[config.mk]
export PLATFORM = sky130hd
export DESIGN_NAME = enhanced_pwm_shutdown_steering
export DESIGN_NICKNAME = d
export VERILOG_FILES = /design/src/common/pwm_steer_pkg.sv /design/src/enhanced_pwm_shutdown_steering.sv
export SDC_FILE = /design/constraint.sdc
export NUM_CORES = 1
export LEC_CHECK = 0
export BUFFER_PORTS_ARGS = -buffer_cell sky130_fd_sc_hd__buf_2
export CORE_MARGIN = 2
export CORE_UTILIZATION = 50
export DETAILED_ROUTE_END_ITERATION = 10
export GPL_ROUTABILITY_DRIVEN = 0
export PLACE_DENSITY_LB_ADDON = 0.08
export SLEW_MARGIN = 20
export SYNTH_ARGS = -nofsm -noshare
export SYNTH_HDL_FRONTEND = slang
export SYNTH_SLANG_ARGS = --single-unit
[constraint.sdc]
create_clock -name core_clk -period 3.9 [get_ports core_clk]
set_input_delay 0.195 -clock core_clk [delete_from_list [all_inputs] [get_ports core_clk]]
set_output_delay 0.195 -clock core_clk [all_outputs]
set_load 0.05 [all_outputs]
[src/common/pwm_steer_pkg.sv]
/*
  Constants for the enhanced PWM shutdown and steering block: register
  offsets, field positions, reset values and codes.
  Assumes an 8-bit register port with byte-wide registers.
*/
package pwm_steer_pkg;
  localparam int          DATA_W        = 8;
  localparam int          ADDR_W        = 8;
  // Register offsets
  localparam logic [7:0]  OFS_TSEL      = 8'h00;
  localparam logic [7:0]  OFS_SHUT      = 8'h01;
  localparam logic [7:0]  OFS_RSDLY     = 8'h02;
  localparam logic [7:0]  OFS_STEER     = 8'h03;
  localparam logic [7:0]  OFS_CHCTL     = 8'h04;
  localparam logic [7:0]  OFS_IRQ_STAT  = 8'h05;
  localparam logic [7:0]  OFS_IRQ_MASK  = 8'h06;
  // Reset values
  localparam logic [7:0]  RST_TSEL      = 8'h00;
  localparam logic [6:0]  RST_SHUT      = 7'h00;
  localparam logic [7:0]  RST_RSDLY     = 8'h00;
  localparam logic [4:0]  RST_STEER     = 5'h01;
  localparam logic [5:0]  RST_CHCTL     = 6'h00;
  localparam logic [2:0]  RST_IRQ       = 3'h0;
  // Shutdown control fields
  localparam int          SHUT_FLAG_BIT = 7;
  localparam int          SRC_HI        = 6;
  localparam int          SRC_LO        = 4;
  localparam int          PAIR1_HI      = 3;
  localparam int          PAIR1_LO      = 2;
  localparam int          PAIR2_HI      = 1;
  localparam int          PAIR2_LO      = 0;
  // Restart and delay fields
  localparam int          RSEN_BIT      = 7;
  localparam int          DLY_HI        = 6;
  // Steering fields
  localparam int          SYNC_BIT      = 4;
  localparam int          STEER_HI      = 3;
  // Channel control fields: config in 5:4, mode in 3:0
  localparam int          CFG_HI        = 5;
  localparam int          CFG_LO        = 4;
  localparam logic [1:0]  MODE_PWM      = 2'h3;
  localparam logic [1:0]  CFG_SINGLE    = 2'h0;
  // Timer select codes
  localparam logic [1:0]  TSEL_RSVD     = 2'h3;
  // Shutdown pin level codes
  localparam logic [1:0]  SHUT_LOW      = 2'h0;
  localparam logic [1:0]  SHUT_HIGH     = 2'h1;
  // Interrupt status bits
  localparam int          IRQ_SHUT      = 0;
  localparam int          IRQ_RESTART   = 1;
  localparam int          IRQ_STEER     = 2;
  // Instruction cycle is four clocks
  localparam logic [1:0]  ICYC_LAST     = 2'h3;
endpackage : pwm_steer_pkg

[src/enhanced_pwm_shutdown_steering.sv]
/*
  Enhanced PWM control: timer base choice for four channels, auto
  shutdown, active-edge delay and output steering of channel one.
  Assumes timer bases, comparators and the edge pin are synchronous to
  core_clk, and a register master that never issues both strobes.
*/
`timescale 1ns/1ps

// Functional notes
// - Two-bit code picks timer; 11 reserved
// - Shutdown event sets flag, holds outputs
// - Codes 001-011 select comparator sources; 000 none
// - Codes 1xx add low edge pin
// - Pair one shutdown: low, high, tri-state
// - Pair two shutdown: low, high, tri-state
// - Auto restart clears flag when source ends
// - Without restart, software clears the flag
// - Active edge delayed by instruction cycles
// - Sync set: steering changes at period start
// - Sync clear: steering at instruction boundary
// - Steering bit routes waveform with polarity
// - Steering only in PWM single mode
// - Steering resets to pin one only
// - Synced comparator waits for timer edge
// - Low mode bits select output polarity
module enhanced_pwm_shutdown_steering (
  // Clock and reset
  input  wire logic                core_clk,
  input  wire logic                reset_n,
  // Register port
  input  wire logic [7:0]          reg_addr,
  input  wire logic [7:0]          reg_wdata,
  input  wire logic                reg_wr,
  input  wire logic                reg_rd,
  output logic      [7:0]          reg_rdata,
  // Timer bases
  input  wire logic [2:0]          tb_pwm_level,
  input  wire logic [2:0]          tb_period_start,
  // Shutdown sources
  input  wire logic                cmp_one_out,
  input  wire logic                cmp_two_out,
  input  wire logic [1:0]          comparator_output_sync,
  input  wire logic                sync_timer_edge,
  input  wire logic                edge_pin_level,
  // Channel waveforms
  output logic      [3:0]          chan_pwm,
  output logic      [3:0]          chan_period,
  // Output pins, bit 0 is output one
  output logic      [3:0]          pin_level,
  output logic      [3:0]          pin_oe,
  output logic      [3:0]          pin_steered,
  // Interrupt
  output logic                     irq
);

  logic [1:0] rst_sync_r;
  logic       rst_n_sync;
  logic [7:0] tsel_r;
  logic [6:0] shut_cfg_r;
  logic       flag_r;
  logic       flag_nxt;
  logic [7:0] rsdly_r;
  logic [4:0] steer_r;
  logic [3:0] steer_live_r;
  logic [5:0] chctl_r;
  logic [2:0] irq_stat_r;
  logic [2:0] irq_mask_r;
  logic [2:0] irq_set;
  logic [1:0] icyc_r;
  logic       icyc_tick;
  logic [1:0] cmp_held_r;
  logic [1:0] cmp_eff;
  logic       src_active;
  logic       wr_shut;
  logic       raw_d_r;
  logic       active_r;
  logic       dly_busy_r;
  logic [6:0] dly_cnt_r;
  logic       honour;
  logic       steer_apply;
  logic [3:0] pol_inv;
  logic [7:0] rd_nxt;

  // Two-flop reset release
  always_ff @(posedge core_clk or negedge reset_n) begin
    if (!reset_n) begin
      rst_sync_r <= 2'h0;
    end else begin
      rst_sync_r <= {rst_sync_r[0], 1'b1};
    end
  end
  assign rst_n_sync = rst_sync_r[1];

  // Instruction cycle divider
  always_ff @(posedge core_clk or negedge rst_n_sync) begin
    if (!rst_n_sync) begin
      icyc_r <= 2'h0;
    end else begin
      icyc_r <= icyc_r + 2'h1;
    end
  end
  assign icyc_tick = (icyc_r == pwm_steer_pkg::ICYC_LAST);

  // Register writes
  always_ff @(posedge core_clk or negedge rst_n_sync) begin
    if (!rst_n_sync) begin
      tsel_r     <= pwm_steer_pkg::RST_TSEL;
      shut_cfg_r <= pwm_steer_pkg::RST_SHUT;
      rsdly_r    <= pwm_steer_pkg::RST_RSDLY;
      steer_r    <= pwm_steer_pkg::RST_STEER;
      chctl_r    <= pwm_steer_pkg::RST_CHCTL;
      irq_mask_r <= pwm_steer_pkg::RST_IRQ;
    end else if (reg_wr) begin
      unique case (reg_addr)
        pwm_steer_pkg::OFS_TSEL:     tsel_r     <= reg_wdata;
        pwm_steer_pkg::OFS_SHUT:     shut_cfg_r <= reg_wdata[6:0];
        pwm_steer_pkg::OFS_RSDLY:    rsdly_r    <= reg_wdata;
        pwm_steer_pkg::OFS_STEER:    steer_r    <= reg_wdata[4:0];
        pwm_steer_pkg::OFS_CHCTL:    chctl_r    <= reg_wdata[5:0];
        pwm_steer_pkg::OFS_IRQ_MASK: irq_mask_r <= reg_wdata[2:0];
        default: begin
        end
      endcase
    end
  end

  // Per-channel timer base selection, reserved code gives idle low
  generate
    for (genvar ch = 0; ch < 4; ch++) begin : g_chan
      always_ff @(posedge core_clk or negedge rst_n_sync) begin
        if (!rst_n_sync) begin
          chan_pwm[ch]    <= 1'b0;
          chan_period[ch] <= 1'b0;
        end else if (tsel_r[2*ch+:2] == pwm_steer_pkg::TSEL_RSVD) begin
          chan_pwm[ch]    <= 1'b0;
          chan_period[ch] <= 1'b0;
        end else begin
          chan_pwm[ch]    <= tb_pwm_level[tsel_r[2*ch+:2]];
          chan_period[ch] <= tb_period_start[tsel_r[2*ch+:2]];
        end
      end
    end
  endgenerate

  // Comparators held until the sync timer edge when synchronised
  always_ff @(posedge core_clk or negedge rst_n_sync) begin
    if (!rst_n_sync) begin
      cmp_held_r <= 2'h0;
    end else if (sync_timer_edge) begin
      cmp_held_r <= {cmp_two_out, cmp_one_out};
    end
  end
  assign cmp_eff[0] = comparator_output_sync[0] ? cmp_held_r[0] : cmp_one_out;
  assign cmp_eff[1] = comparator_output_sync[1] ? cmp_held_r[1] : cmp_two_out;

  // Shutdown source decode
  always_comb begin
    src_active = 1'b0;
    unique case (shut_cfg_r[pwm_steer_pkg::SRC_HI:pwm_steer_pkg::SRC_LO])
      3'h0: src_active = 1'b0;
      3'h1: src_active = cmp_eff[0];
      3'h2: src_active = cmp_eff[1];
      3'h3: src_active = cmp_eff[0] | cmp_eff[1];
      3'h4: src_active = !edge_pin_level;
      3'h5: src_active = !edge_pin_level | cmp_eff[0];
      3'h6: src_active = !edge_pin_level | cmp_eff[1];
      3'h7: src_active = !edge_pin_level | cmp_eff[0] | cmp_eff[1];
    endcase
  end

  // Shutdown flag; a live source always wins
  assign wr_shut = reg_wr && (reg_addr == pwm_steer_pkg::OFS_SHUT);
  always_comb begin
    flag_nxt = flag_r;
    if (wr_shut) begin
      flag_nxt = reg_wdata[pwm_steer_pkg::SHUT_FLAG_BIT];
    end
    if (flag_r && rsdly_r[pwm_steer_pkg::RSEN_BIT] && !src_active) begin
      flag_nxt = 1'b0;
    end
    if (src_active) begin
      flag_nxt = 1'b1;
    end
  end

  always_ff @(posedge core_clk or negedge rst_n_sync) begin
    if (!rst_n_sync) begin
      flag_r <= 1'b0;
    end else begin
      flag_r <= flag_nxt;
    end
  end

  // Active-edge delay on channel one, counted in instruction cycles
  always_ff @(posedge core_clk or negedge rst_n_sync) begin
    if (!rst_n_sync) begin
      raw_d_r    <= 1'b0;
      active_r   <= 1'b0;
      dly_busy_r <= 1'b0;
      dly_cnt_r  <= 7'h00;
    end else begin
      raw_d_r <= chan_pwm[0];
      if (!chan_pwm[0]) begin
        active_r   <= 1'b0;
        dly_busy_r <= 1'b0;
      end else if (!raw_d_r) begin
        if (rsdly_r[pwm_steer_pkg::DLY_HI:0] == 7'h00) begin
          active_r <= 1'b1;
        end else begin
          dly_cnt_r  <= rsdly_r[pwm_steer_pkg::DLY_HI:0];
          dly_busy_r <= 1'b1;
        end
      end else if (dly_busy_r && icyc_tick) begin
        if (dly_cnt_r == 7'h01) begin
          active_r   <= 1'b1;
          dly_busy_r <= 1'b0;
        end else begin
          dly_cnt_r <= dly_cnt_r - 7'h01;
        end
      end
    end
  end

  // Steering update point
  always_comb begin
    if (steer_r[pwm_steer_pkg::SYNC_BIT]) begin
      steer_apply = chan_period[0];
    end else begin
      steer_apply = icyc_tick;
    end
  end

  always_ff @(posedge core_clk or negedge rst_n_sync) begin
    if (!rst_n_sync) begin
      steer_live_r <= pwm_steer_pkg::RST_STEER[3:0];
    end else if (steer_apply) begin
      steer_live_r <= steer_r[pwm_steer_pkg::STEER_HI:0];
    end
  end

  // Mode gate and polarity
  assign honour = (chctl_r[3:2] == pwm_steer_pkg::MODE_PWM) &&
                  (chctl_r[pwm_steer_pkg::CFG_HI:pwm_steer_pkg::CFG_LO]
                   == pwm_steer_pkg::CFG_SINGLE);
  assign pol_inv = {chctl_r[0], chctl_r[1], chctl_r[0], chctl_r[1]};

  // Pin drive; pins one and three are pair one
  generate
    for (genvar p = 0; p < 4; p++) begin : g_pin
      localparam int HI = (p % 2 == 0) ? pwm_steer_pkg::PAIR1_HI : pwm_steer_pkg::PAIR2_HI;
      localparam int LO = (p % 2 == 0) ? pwm_steer_pkg::PAIR1_LO : pwm_steer_pkg::PAIR2_LO;
      always_ff @(posedge core_clk or negedge rst_n_sync) begin
        if (!rst_n_sync) begin
          pin_level[p]   <= 1'b0;
          pin_oe[p]      <= 1'b0;
          pin_steered[p] <= 1'b0;
        end else if (!(honour && steer_live_r[p])) begin
          pin_level[p]   <= 1'b0;
          pin_oe[p]      <= 1'b0;
          pin_steered[p] <= 1'b0;
        end else if (flag_r) begin
          pin_steered[p] <= 1'b1;
          pin_oe[p]      <= !shut_cfg_r[HI];
          pin_level[p]   <= (shut_cfg_r[HI:LO] == pwm_steer_pkg::SHUT_HIGH);
        end else begin
          pin_steered[p] <= 1'b1;
          pin_oe[p]      <= 1'b1;
          pin_level[p]   <= active_r ^ pol_inv[p];
        end
      end
    end
  endgenerate

  // Interrupt status; events win over read-clear
  assign irq_set[pwm_steer_pkg::IRQ_SHUT]    = flag_nxt && !flag_r;
  assign irq_set[pwm_steer_pkg::IRQ_RESTART] = flag_r && !flag_nxt;
  assign irq_set[pwm_steer_pkg::IRQ_STEER]   = steer_apply &&
                        (steer_live_r != steer_r[pwm_steer_pkg::STEER_HI:0]);

  always_ff @(posedge core_clk or negedge rst_n_sync) begin
    if (!rst_n_sync) begin
      irq_stat_r <= pwm_steer_pkg::RST_IRQ;
    end else if (reg_rd && reg_addr == pwm_steer_pkg::OFS_IRQ_STAT) begin
      irq_stat_r <= irq_set;
    end else begin
      irq_stat_r <= irq_stat_r | irq_set;
    end
  end

  always_ff @(posedge core_clk or negedge rst_n_sync) begin
    if (!rst_n_sync) begin
      irq <= 1'b0;
    end else begin
      irq <= |((irq_stat_r | irq_set) & irq_mask_r);
    end
  end

  // Read data, one cycle after the strobe; unmapped reads zero
  always_comb begin
    rd_nxt = 8'h00;
    unique case (reg_addr)
      pwm_steer_pkg::OFS_TSEL:     rd_nxt = tsel_r;
      pwm_steer_pkg::OFS_SHUT:     rd_nxt = {flag_r, shut_cfg_r};
      pwm_steer_pkg::OFS_RSDLY:    rd_nxt = rsdly_r;
      pwm_steer_pkg::OFS_STEER:    rd_nxt = {3'h0, steer_r};
      pwm_steer_pkg::OFS_CHCTL:    rd_nxt = {2'h0, chctl_r};
      pwm_steer_pkg::OFS_IRQ_STAT: rd_nxt = {5'h00, irq_stat_r};
      pwm_steer_pkg::OFS_IRQ_MASK: rd_nxt = {5'h00, irq_mask_r};
      default:                     rd_nxt = 8'h00;
    endcase
  end

  always_ff @(posedge core_clk or negedge rst_n_sync) begin
    if (!rst_n_sync) begin
      reg_rdata <= 8'h00;
    end else if (reg_rd) begin
      reg_rdata <= rd_nxt;
    end else begin
      reg_rdata <= 8'h00;
    end
  end
endmodule : enhanced_pwm_shutdown_steering

==> reports/metrics.cfg <==
[status]
status = completed

[power_and_ir_drop]
pwr-share-clk = 0.300
vdd_drop_max_uv = 252
power_density_nw_per_um2 = 435
switching_power_mw = 0.646
intPower_mw = 1.42
power_frac_comb = 0.166
leakagePower_nw = 2.33
seqPwrFrac = 0.533
p_sw_frac = 0.313

[final_layout]
drive_above_1_share = 0.329
fill_cells = 694
syn_to_final_growth_pct = 14.3
instances_no_fill = 509
insertedDiodeCount = 0
fin_nets = 434

[yosys]
synth-main-ff-cell = dfrtp_1
synth_seq_area_share = 0.544
synth_area_um2 = 4150
synth_top_area_share = 0.531
synth.area.top_cells = dfrtp_1 (53%), mux2_2 (12%), mux2i_1 (3.9%)
yosys.area.top_type = dfrtp_1
synth_most_common_cell = dfrtp_1
yosys_warnings = 0
synth_area_per_cell_um2 = 12.2
synth_cell_types = 56
ys_seq_elements = 90
synth_edf_count = 0
yosys-top-cells-count = dfrtp_1 (88), mux2_2 (44), nand2_1 (17), nor2_1 (17), mux2i_1 (16)
async_flop_share = 1.00
netlist_instances = 340
synth_nets = 375

[clock_network]
cts_tree = yes
htreeDepth = 3
root_buffer = clkbuf_8
cts_buffer_depth = 2
cts_buffers = 9
post_cts_buffers = 0
insertion_delay_ns = 0.36
clk_pin_slew_ns = 0.10
clock-sinks = 90

[worst_hold_path]
hold_class = primary input to flop

[critical_path]
crit_path_cell_trace = nor4_1 > a21oi_1 > or2_0 > o211a_1
crit_buf_inv = 0
slowest_stage = nor4_1
crit_type = flop to flop
regToRegSetupSlack_ns = 1.73
cp-start-kind = flop
arrival_ns = 2.41
crit_fanout = 8
cpPeakStageDelay_ns = 0.54
cp.required_ns = 4.14
critPathCaptureType = flop
critPathTopFamily = simple AND/OR/NAND/NOR gates

[sta]
fin_crit_ns = 2.17
hold_violations = 0
worst_clock_skew_ns = 0.00989
relSlewSlack = 0.438
final-max-slew-violation-count = 0
timing.final.crit_share = 0.556
setup_viol = 0
finalSetupTns_ns = 0
worst_slew_pin_slew_ns = 0.832
rsz0062_at_grt = no
max_clock_freq_mhz = 462

[routing]
drt_wl_total_um = 9130
avgRoutedWirePerCell_um = 17.9
drtIter0Drc = 147
drt-pass1-iter-count = 5
drc = 0
post_drt_via_cell_ratio = 5.70
detail-route-antenna-nets = 0
num_vias = 2899

[global_route]
grt.overflow.total = 0
grt_pass1_wl_um = 14600
antenna_found_initial = 0
first_global_vias = 2759
grt_usage = 0.218
grt_max_degree = 89

[die]
die_height_um = 95.1
fp-row-count = 33
die_width_um = 95.1
core_um2 = 8130
io_pins = 61
start_util = 0.510
die-area_um2 = 9040

[place]
place_hpwl_um = 6580
dp_cells = 491
io_buffers = 60

[job]
maxCapViolations = 0

-- path summary, 6_finish.rpt --
check,cells after the start,start,endpoint
max,4,dly_cnt_r[2],dly_cnt_r[2]
min,2,cmp_one_out,cmp_held_r[0]
max reg2reg,4,dly_cnt_r[2],dly_cnt_r[2]
min reg2reg,0,rst_sync_r[1],chan_period[2]
max in group asynchronous,1,rst_sync_r[1],steer_live_r[0]
min in group asynchronous,2,reset_n,rst_sync_r[1]
-- sequential cells by signal (all words and copies together), names as in the netlist, 5 cells and up --
| name | flops |
|---|---|
| rsdly_r | 8 |
| dly_cnt_r | 7 |
| shut_cfg_r | 7 |
| steer_r | 5 |
| reg_rdata | 8 |
| tsel_r | 8 |
| chctl_r | 6 |
-- final cells by class --
class | count | area (um^2) | share of cell area
sequential | 90 | 2260 | 0.476
multi-input combinational | 221 | 1760 | 0.372
inverter | 15 | 56.3 | 0.0119
clock inverter | 7 | 68.8 | 0.0145
tap | 105 | 131 | 0.0277
timing repair buffer | 62 | 338 | 0.0713
clock buffer | 9 | 124 | 0.0261
-- metrics by stage --
stage / total power [mW] / hold slack, ns / utilization / setup WS, ns / cell area, um^2
after detailed placement: 1.46 / -0.0135 / 0.555 / 1.76 / 4510
after global routing: 2.17 / 0.0738 / 0.583 / 1.64 / 4740
after global placement: 1.45 / -0.0201 / 0.555 / 1.82 / 4510
after CTS: 2.08 / 0.0689 / 0.579 / 1.73 / 4710
final: 2.06 / 0.0841 / 0.583 / 1.73 / 4740
after floorplan: 1.35 / -0.101 / - / 1.21 / 4150
-- power by group through the flow --
stage               combinational, mW  clock (mW)  sequential [mW]
floorplan                       0.230           0             1.12
global placement                0.322           0             1.13
detailed placement              0.327           0             1.13
CTS                             0.330       0.641             1.11
global route                    0.382       0.677             1.11
finish                          0.343       0.620             1.10
-- cell usage in the layout, fill, tap and decap left out, types with 2 or more instances in the layout --
cell      netlist  final
xnor2_1         4      4
clkinv_4        0      3
nor3_1          5      5
nand4_1        10     10
dfstp_2         2      2
xor2_1          2      2
nand2b_1        2      2
a211oi_1        3      3
inv_1          15     15
nor2_1         17     17
nand3b_1        3      3
a211o_1         2      2
ha_1            3      3
o211a_1         4      4
clkbuf_8        0      9
nand3_1         8      8
nor2b_1         9      9
dfrtp_1        88     87
o21ai_0        13     13
and4b_1         2      2
inv_8           0      3
mux2i_1        16     16
nor4_1          3      3
buf_2           3     60
o22ai_1         2      2
and3_1          2      2
o32a_1          4      4
nand2_1        17     17
a21oi_1        13     13
a22o_1          3      3
mux2_2         44     44
mux4_2          5      5
-- kinds of logic (layout without fill, tap and decap cells) --
logic type                 after synthesis  count (layout)  share of synthesized area
DFF                                     90              90                      0.544
and+or+nand+nor                         87              87                      0.116
muxes                                   66              66                      0.189
AOI/OAI and AO/OA                       58              58                     0.0975
buffers and inverters                   29              93                     0.0308
xor gates and xnor gates                 6               6                     0.0127
adders and majority gates                3               3                    0.00905
other                                    1               1                   0.000904
-- layer usage --
metal	GRT usage	vias up	wire length, um
met5	0	-	0
met4	0.0761	0	110
met3	0.0356	7	347
met2	0.344	64	4500
met1	0.307	1455	4170
li1	-	1373	-
-- timing repair --
action	4_1_cts	5_1_grt
hold endpoints to repair	2	0
hold buffers	1	0
resized for setup	0	0
Note: power is estimated with default switching activity, not from simulation.
